--- src/verilog/pct_pkg.sv ---
/*
  Constants, register map and field layout of the periodic compare timer channel.
  Assumes nothing of its surroundings; imported whole by every module of the block.
*/
package pct_pkg;
  localparam int ADDR_W = 20;
  localparam int CNT_W = 16;
  localparam int PSC_W = 10;
  // ----------------------------------------
  // Register indices; byte address is four times the index
  // ----------------------------------------
  localparam logic [15:0] IDX_START = 16'hf030;
  localparam logic [15:0] IDX_CTRL = 16'hf040;
  localparam logic [15:0] IDX_MODE = 16'hf041;
  localparam logic [15:0] IDX_IEN = 16'hf044;
  localparam logic [15:0] IDX_STAT = 16'hf045;
  localparam logic [15:0] IDX_CNT = 16'hf046;
  localparam logic [15:0] IDX_CMP = 16'hf048;
  // ----------------------------------------
  // Field positions and codes
  // ----------------------------------------
  localparam int START_BIT = 1;
  localparam int CLR_LSB = 5;
  localparam int EDGE_LSB = 3;
  localparam int PSC_LSB = 0;
  localparam int MODE_LSB = 0;
  localparam int FLAG_BIT = 0;
  localparam int IEN_BIT = 0;
  localparam logic [1:0] CLR_ON_CMP_A = 2'h1;
  localparam logic [1:0] MODE_NORMAL = 2'h0;
  localparam logic [2:0] PSC_DIV256 = 3'h6;
  // ----------------------------------------
  // Reset values
  // ----------------------------------------
  localparam logic [15:0] CNT_RST = 16'h0000;
  localparam logic [15:0] CMP_RST = 16'hffff;
  localparam logic [7:0] CTRL8_RST = 8'h00;

  typedef enum logic [1:0] {
    PCT_EDGE_RISE = 2'b00,
    PCT_EDGE_FALL = 2'b01,
    PCT_EDGE_BOTH = 2'b10
  } pct_edge_t;

  function automatic logic [ADDR_W-1:0] byte_addr(input logic [15:0] idx);
    return {2'h0, idx, 2'b00};
  endfunction

  // Divide ratio is two to the returned power
  function automatic logic [3:0] div_pow(input logic [2:0] sel);
    unique case (sel)
      3'h0: return 4'h0;
      3'h1: return 4'h2;
      3'h2: return 4'h4;
      3'h3: return 4'h6;
      3'h4: return 4'h1;
      3'h5: return 4'h3;
      PSC_DIV256: return 4'h8;
      3'h7: return 4'ha;
    endcase
  endfunction
endpackage

--- src/verilog/pct_tick_if.sv ---
/*
  Carries the clock selection to the prescaler and its count tick to the counter.
  Assumes one clock, pclk, for both ends.
*/
`timescale 1ns/100ps
interface pct_tick_if;
  logic [2:0] prescale_sel;
  logic [1:0] clock_edge;
  logic tick;
  modport src (input prescale_sel, input clock_edge, output tick);
  modport cnt (input tick);
endinterface

--- src/verilog/pct_timer.sv ---
/*
  Periodic compare timer channel: APB register slave, prescaler, counter,
  compare-match flag and interrupt.
  Assumes an APB master on pclk and a single 200 MHz clock domain.
*/
// Local design decision: the APB slave port.
`timescale 1ns/100ps
module pct_timer import pct_pkg::*; (
  input wire logic pclk,
  input wire logic presetn,
  input wire logic psel,
  input wire logic penable,
  input wire logic pwrite,
  input wire logic [ADDR_W-1:0] paddr,
  input wire logic [31:0] pwdata,
  output logic [31:0] prdata,
  output logic pready,
  output logic pslverr,
  output logic irq
);
  // ----------------------------------------
  // Registers
  // ----------------------------------------
  logic start_reg, start_next;
  logic [6:0] ctrl_reg, ctrl_next;
  logic [1:0] mode_reg, mode_next;
  logic ien_reg, ien_next;
  logic flag_reg, flag_next;
  logic armed_reg, armed_next;
  logic [CNT_W-1:0] cmp_reg, cmp_next;
  logic [31:0] rdata_reg, rdata_next;
  logic err_reg, err_next;

  logic setup, access, wr, rd;
  logic hit_start, hit_ctrl, hit_mode, hit_ien, hit_stat, hit_cnt, hit_cmp, hit_any;
  logic [CNT_W-1:0] count;
  logic match, run;

  // ----------------------------------------
  // Address decode
  // ----------------------------------------
  always_comb begin
    hit_start = (paddr == byte_addr(IDX_START));
    hit_ctrl = (paddr == byte_addr(IDX_CTRL));
    hit_mode = (paddr == byte_addr(IDX_MODE));
    hit_ien = (paddr == byte_addr(IDX_IEN));
    hit_stat = (paddr == byte_addr(IDX_STAT));
    hit_cnt = (paddr == byte_addr(IDX_CNT));
    hit_cmp = (paddr == byte_addr(IDX_CMP));
    hit_any = hit_start | hit_ctrl | hit_mode | hit_ien | hit_stat | hit_cnt | hit_cmp;
    setup = psel & ~penable;
    access = psel & penable;
    wr = access & pwrite & hit_any;
    rd = access & ~pwrite & hit_any;
  end

  // ----------------------------------------
  // Counting engine
  // ----------------------------------------
  pct_tick_if tk ();

  assign tk.prescale_sel = ctrl_reg[PSC_LSB +: 3];
  assign tk.clock_edge = ctrl_reg[EDGE_LSB +: 2];
  // Other modes are not built here, so they leave the counter parked
  assign run = start_reg & (mode_reg == MODE_NORMAL);

  pct_prescaler u_psc (
    .pclk(pclk),
    .presetn(presetn),
    .tk(tk)
  );

  pct_counter u_cnt (
    .pclk(pclk),
    .presetn(presetn),
    .tk(tk),
    .run(run),
    .clear_on_match(ctrl_reg[CLR_LSB +: 2] == CLR_ON_CMP_A),
    .cnt_we(wr & hit_cnt),
    .cnt_wdata(pwdata[CNT_W-1:0]),
    .cmp(cmp_reg),
    .count(count),
    .match(match)
  );

  // ----------------------------------------
  // Register writes, flag and read data
  // ----------------------------------------
  always_comb begin
    start_next = start_reg;
    ctrl_next = ctrl_reg;
    mode_next = mode_reg;
    ien_next = ien_reg;
    cmp_next = cmp_reg;
    flag_next = flag_reg;
    armed_next = armed_reg;
    rdata_next = rdata_reg;
    err_next = err_reg;
    if (wr) begin
      if (hit_start) start_next = pwdata[START_BIT];
      if (hit_ctrl) ctrl_next = pwdata[6:0];
      if (hit_mode) mode_next = pwdata[MODE_LSB +: 2];
      if (hit_ien) ien_next = pwdata[IEN_BIT];
      if (hit_cmp) cmp_next = pwdata[CNT_W-1:0];
    end
    // A read that sees the flag set arms the clear; a one written leaves the flag set but disarms the clear
    if (rd && hit_stat && flag_reg) begin
      armed_next = 1'b1;
    end
    if (wr && hit_stat) begin
      if (armed_reg && !pwdata[FLAG_BIT]) flag_next = 1'b0;
      armed_next = 1'b0;
    end
    // Set wins over a clear in the same cycle
    if (match) begin
      flag_next = 1'b1;
    end
    if (setup) begin
      rdata_next = '0;
      err_next = ~hit_any;
      unique case (1'b1)
        hit_start: rdata_next[START_BIT] = start_reg;
        hit_ctrl: rdata_next[6:0] = ctrl_reg;
        hit_mode: rdata_next[MODE_LSB +: 2] = mode_reg;
        hit_ien: rdata_next[IEN_BIT] = ien_reg;
        hit_stat: rdata_next[FLAG_BIT] = flag_reg;
        hit_cnt: rdata_next[CNT_W-1:0] = count;
        hit_cmp: rdata_next[CNT_W-1:0] = cmp_reg;
        default: rdata_next = '0;
      endcase
    end
  end

  always_ff @(posedge pclk or negedge presetn) begin
    if (!presetn) begin
      start_reg <= 1'b0;
      ctrl_reg <= CTRL8_RST[6:0];
      mode_reg <= CTRL8_RST[1:0];
      ien_reg <= 1'b0;
      cmp_reg <= CMP_RST;
      flag_reg <= 1'b0;
      armed_reg <= 1'b0;
      rdata_reg <= '0;
      err_reg <= 1'b0;
    end else begin
      start_reg <= start_next;
      ctrl_reg <= ctrl_next;
      mode_reg <= mode_next;
      ien_reg <= ien_next;
      cmp_reg <= cmp_next;
      flag_reg <= flag_next;
      armed_reg <= armed_next;
      rdata_reg <= rdata_next;
      err_reg <= err_next;
    end
  end

  // ----------------------------------------
  // Bus answers and interrupt
  // ----------------------------------------
  // Zero wait states: read data is captured during the setup cycle
  assign pready = 1'b1;
  assign pslverr = access & err_reg;
  assign prdata = rdata_reg;
  assign irq = flag_reg & ien_reg;
endmodule // pct_timer

--- src/verilog/pct_prescaler.sv ---
/*
  Prescaler: divides pclk by a power of two and emits one-cycle count ticks
  on the selected edge of the divided clock, or on every cycle when undivided.
  Assumes selection fields driven from registers in the pclk domain.
*/
`timescale 1ns/100ps
module pct_prescaler import pct_pkg::*; (
  input wire logic pclk,
  input wire logic presetn,
  pct_tick_if.src tk
);
  logic [PSC_W-1:0] div_reg, div_next;
  logic tap_reg, tap_next;
  logic [3:0] pw;
  logic tap, rise, fall;

  always_comb begin
    pw = div_pow(tk.prescale_sel);
    div_next = div_reg + 1'b1;
    tap = (pw == 4'h0) ? 1'b0 : div_reg[pw - 4'h1];
    tap_next = tap;
    rise = tap & ~tap_reg;
    fall = ~tap & tap_reg;
    // Undivided clock counts every cycle whatever the edge field says
    if (pw == 4'h0) begin
      tk.tick = 1'b1;
    end else begin
      unique case (tk.clock_edge)
        PCT_EDGE_RISE: tk.tick = rise;
        PCT_EDGE_FALL: tk.tick = fall;
        default: tk.tick = rise | fall;
      endcase
    end
  end

  always_ff @(posedge pclk or negedge presetn) begin
    if (!presetn) begin
      div_reg <= '0;
      tap_reg <= 1'b0;
    end else begin
      div_reg <= div_next;
      tap_reg <= tap_next;
    end
  end
endmodule // pct_prescaler

--- src/verilog/pct_counter.sv ---
/*
  Channel counter with compare match and optional clear on match.
  Assumes compare value and controls are registers in the pclk domain.
*/
`timescale 1ns/100ps
module pct_counter import pct_pkg::*; (
  input wire logic pclk,
  input wire logic presetn,
  pct_tick_if.cnt tk,
  input wire logic run,
  input wire logic clear_on_match,
  input wire logic cnt_we,
  input wire logic [CNT_W-1:0] cnt_wdata,
  input wire logic [CNT_W-1:0] cmp,
  output logic [CNT_W-1:0] count,
  output logic match
);
  logic [CNT_W-1:0] count_reg, count_next;

  always_comb begin
    // Match only when a tick is taken, so a stopped counter raises none
    match = run & tk.tick & (count_reg == cmp);
    count_next = count_reg;
    if (cnt_we) begin
      count_next = cnt_wdata;
    end else if (run && tk.tick) begin
      if (match && clear_on_match) begin
        count_next = '0;
      end else begin
        count_next = count_reg + 1'b1;
      end
    end
  end

  always_ff @(posedge pclk or negedge presetn) begin
    if (!presetn) begin
      count_reg <= CNT_RST;
    end else begin
      count_reg <= count_next;
    end
  end

  assign count = count_reg;
endmodule // pct_counter

--- config.mk ---
export PLATFORM = sky130hd
export DESIGN_NAME = pct_timer
export DESIGN_NICKNAME = d
export VERILOG_FILES = /design/src/verilog/pct_pkg.sv /design/src/verilog/pct_tick_if.sv /design/src/verilog/pct_timer.sv /design/src/verilog/pct_prescaler.sv /design/src/verilog/pct_counter.sv
export SDC_FILE = /design/constraint.sdc
export NUM_CORES = 1
export LEC_CHECK = 0
export BUFFER_PORTS_ARGS = -buffer_cell sky130_fd_sc_hd__buf_2
export CAP_MARGIN = 20
export CORE_ASPECT_RATIO = 0.9
export CORE_MARGIN = 1.5
export CORE_UTILIZATION = 55
export CTS_BUF_LIST = sky130_fd_sc_hd__clkbuf_4 sky130_fd_sc_hd__clkbuf_8
export DETAILED_ROUTE_END_ITERATION = 6
export MAX_ROUTING_LAYER = met4
export PLACE_DENSITY_LB_ADDON = 0.12
export SLEW_MARGIN = 0
export SYNTH_ARGS = -nofsm -noshare
export SYNTH_HDL_FRONTEND = slang
export SYNTH_SLANG_ARGS = --single-unit
--- constraint.sdc ---
create_clock -name pclk -period 7.8 [get_ports pclk]
set_clock_uncertainty 0.15 [all_clocks]
set_input_delay 1.56 -clock pclk [delete_from_list [all_inputs] [get_ports pclk]]
set_output_delay 1.56 -clock pclk [all_outputs]
set_load 0.01 [all_outputs]
==> metrics.txt <==
result of the run=finished clean; worst hold slack=0.338 ns; Routed Wire Length=between 10000 and 15000 um; clock tree sinks=between 70 and 80; DR iter-0 viols=285; core region area=between 8000 and 9000 um^2; number of register bits inferred by synthesis=73; Final period util=0.584; first-pass GRT wire length=17700 um; num ports=92; placed cell count=roughly 590; worst slack at placement=around 3.3 ns; horizontal die dimension=a little under 100 um; PD cells=roughly 150 nW/um^2; largest net degree at the start of global routing=74; Post-layout nets=560; H-Tree Depth=3; switching share of power=0.252; Max Freq=approximately 220 MHz; post-cts sizing count=0; Hold Fails Final Rpt=0; mean number of vias per cell=approximately 6.0; placement-stage cell area=between 4000 and 5000 um^2; cts bufs inserted=9; count of buffers from port buffering=between 50 and 60; Global Route Usage Sum=0.265; prevailing post-synth register cell=sky130_fd_sc_hd__dfrtp_1; antenna viol nets, final=0; peak supply drop=approximately 0.11 mV; Max Transition Viols Final=0; top fanout value on the critical path=23; Netlist Area Pre-Place=~4600 um^2; half-perimeter wire length of the detailed placement result=7500 um; P_int=roughly 0.57 mW; chip height=89.5 um; share of flip-flops with an asynchronous set or reset after synthesis=1.00; number of failing setup endpoints in the final timing report=0; switching power of the nets=0.191 mW; number of maximum-capacitance violations=0; Worst Tran Pin Value=0.974 ns; highest-count cells in the layout ignoring fill and taps=sky130_fd_sc_hd__nor2_1, sky130_fd_sc_hd__buf_2, sky130_fd_sc_hd__dfrtp_1; Placement Rows=31; crit path launch type=register; number of library cell types mapped by synthesis=69; DRC violations left=0; clk slew on worst S/H paths=~0.07 ns; sequential fraction of the synthesis area=0.403; Clock Path Buffers=2; area of all placed cells without fillers=between 4000 and 5000 um^2; root buffer cell=sky130_fd_sc_hd__clkbuf_8; Mapped Cells=about 450; antenna diode count=0; slack of the critical path=approximately 3.2 ns; hold_buf cts=0; total of fill cells in the finished design=712; Initial Util=0.567; final worst path period need=4.56 ns; count of placed standard cells in the final layout, fillers left out=601; Syn. warnings=0; part of the total power dissipated in sequential elements=0.518; required arrival time at the worst endpoint=7.93 ns; leakage=2.34 nW; overall via count from detail_route=~3600; share of final-layout standard cells stronger than drive strength 1=0.309; TritonCTS clock tree=yes; Post-synth EDFFs=0; area growth from synthesis to layout=8.80%; worst min path class=register to register; RD Place Congestion=around 0.91; total iterations of the first detailed-routing run=5; post-layout power=about 0.76 mW; unrepaired setup endpoints after global routing=false; die area=8880 um^2; average detailed-routed wire length per instance=17.6 um; sort of element at the end of the critical path=register; Syn Area/Cell=around 10 um^2; fraction of power consumed by the clock network=0.393; start-to-end type of the worst setup path=register to register; overflow left after global routing=0; combinational cell fraction of total power=0.089; arrival time of the worst setup path=about 4.7 ns; antenna violations before repair=0; Final Core Density=0.617; via count of the first global-routing pass=around 3500; post-CTS setup-driven buffer insertion count=0; headroom to the max-slew limit=0.346; sum of negative setup slack=0 ns; Clk Latency, worst-skew pair=approximately 0.36 ns
-- cells by family after synthesis --
logic type      count (synthesis)  share of synthesized area
simple gates                  155                      0.211
mux                            39                      0.103
fa+ha+maj                       6                     0.0164
other cells                     2                    0.00164
compound gates                 99                      0.144
flops                          73                      0.403
xor+xnor                       24                     0.0476
buf+inv                        54                     0.0730
-- layer usage --
layer  track usage  part of all wire  vias to the layer above
met5             -                 0                        -
met4        0.0883             0.018                        0
met3        0.0485             0.043                       22
met2         0.431              0.48                      104
met1         0.340              0.46                     1762
li1              -                 -                     1697
-- critical path, cell delays in order, from the launching register on --
cell	delay, ns
sky130_fd_sc_hd__dfrtp_1	0.61
sky130_fd_sc_hd__nand2b_1	0.23
sky130_fd_sc_hd__ha_1	0.41
sky130_fd_sc_hd__nand2b_1	0.12
sky130_fd_sc_hd__o21ai_0	0.08
sky130_fd_sc_hd__a221o_1	0.37
sky130_fd_sc_hd__o21ai_1	0.16
sky130_fd_sc_hd__a32oi_1	0.09
sky130_fd_sc_hd__o21ai_0	0.26
sky130_fd_sc_hd__ha_1	0.18
sky130_fd_sc_hd__mux2i_1	0.06
sky130_fd_sc_hd__o211ai_1	0.32
sky130_fd_sc_hd__nand2_1	0.57
sky130_fd_sc_hd__a2111oi_0	0.60
sky130_fd_sc_hd__a31oi_1	0.08
sky130_fd_sc_hd__a21oi_1	0.15
-- synth_stat cells, types with 8 or more instances --
| cell | instances | area [um^2] |
|---|---|---|
| sky130_fd_sc_hd__a21oi_1 | 33 | 165 |
| sky130_fd_sc_hd__a221oi_1 | 16 | 140 |
| sky130_fd_sc_hd__a31oi_1 | 13 | 81.3 |
| sky130_fd_sc_hd__buf_4 | 18 | 135 |
| sky130_fd_sc_hd__clkbuf_1 | 9 | 33.8 |
| sky130_fd_sc_hd__dfrtp_1 | 57 | 1430 |
| sky130_fd_sc_hd__dfstp_2 | 16 | 420 |
| sky130_fd_sc_hd__inv_1 | 12 | 45.0 |
| sky130_fd_sc_hd__mux2_2 | 24 | 270 |
| sky130_fd_sc_hd__mux2_4 | 10 | 150 |
| sky130_fd_sc_hd__nand2_1 | 20 | 75.1 |
| sky130_fd_sc_hd__nand3_1 | 11 | 55.1 |
| sky130_fd_sc_hd__nand4_1 | 8 | 50.1 |
| sky130_fd_sc_hd__nor2_1 | 58 | 218 |
| sky130_fd_sc_hd__o21ai_0 | 10 | 50.1 |
| sky130_fd_sc_hd__xnor2_1 | 20 | 175 |
-- path summary, 6_finish.rpt --
kind | start | end | slack (ns) | cells after the start
setup / recovery | ctrl_reg[2] | u_cnt.count[3] | 3.24 | 15
hold / removal | u_psc.div_reg[9] | u_psc.div_reg[9] | 0.34 | 1
setup reg to reg | ctrl_reg[2] | u_cnt.count[3] | 3.24 | 15
hold reg to reg | u_psc.div_reg[9] | u_psc.div_reg[9] | 0.34 | 1
max in group asynchronous | presetn | ctrl_reg[3] | 5.62 | 2
min in group asynchronous | presetn | prdata[8] | 1.26 | 2
-- area by class of cell --
| cell class | instances | area, um^2 | area share |
|---|---|---|---|
| multi-input cells | 340 | 2450 | 0.492 |
| clock inverters | 5 | 56.3 | 0.0113 |
| inverters | 12 | 45.0 | 0.00905 |
| repair buffers | 61 | 317 | 0.0636 |
| clock buffers | 11 | 139 | 0.0279 |
| well taps | 99 | 124 | 0.0249 |
| flip-flops and latches | 73 | 1850 | 0.371 |
-- power groups by stage --
stage	registers [mW]	logic [mW]	clock network [mW]
after detailed placement	0.400	0.0680	0
after global placement	0.400	0.0667	0
after global routing	0.394	0.0756	0.318
after floorplan	0.404	0.0330	0
final	0.393	0.0674	0.298
after CTS	0.393	0.0680	0.303
Note: power is estimated with default switching activity, not from simulation.
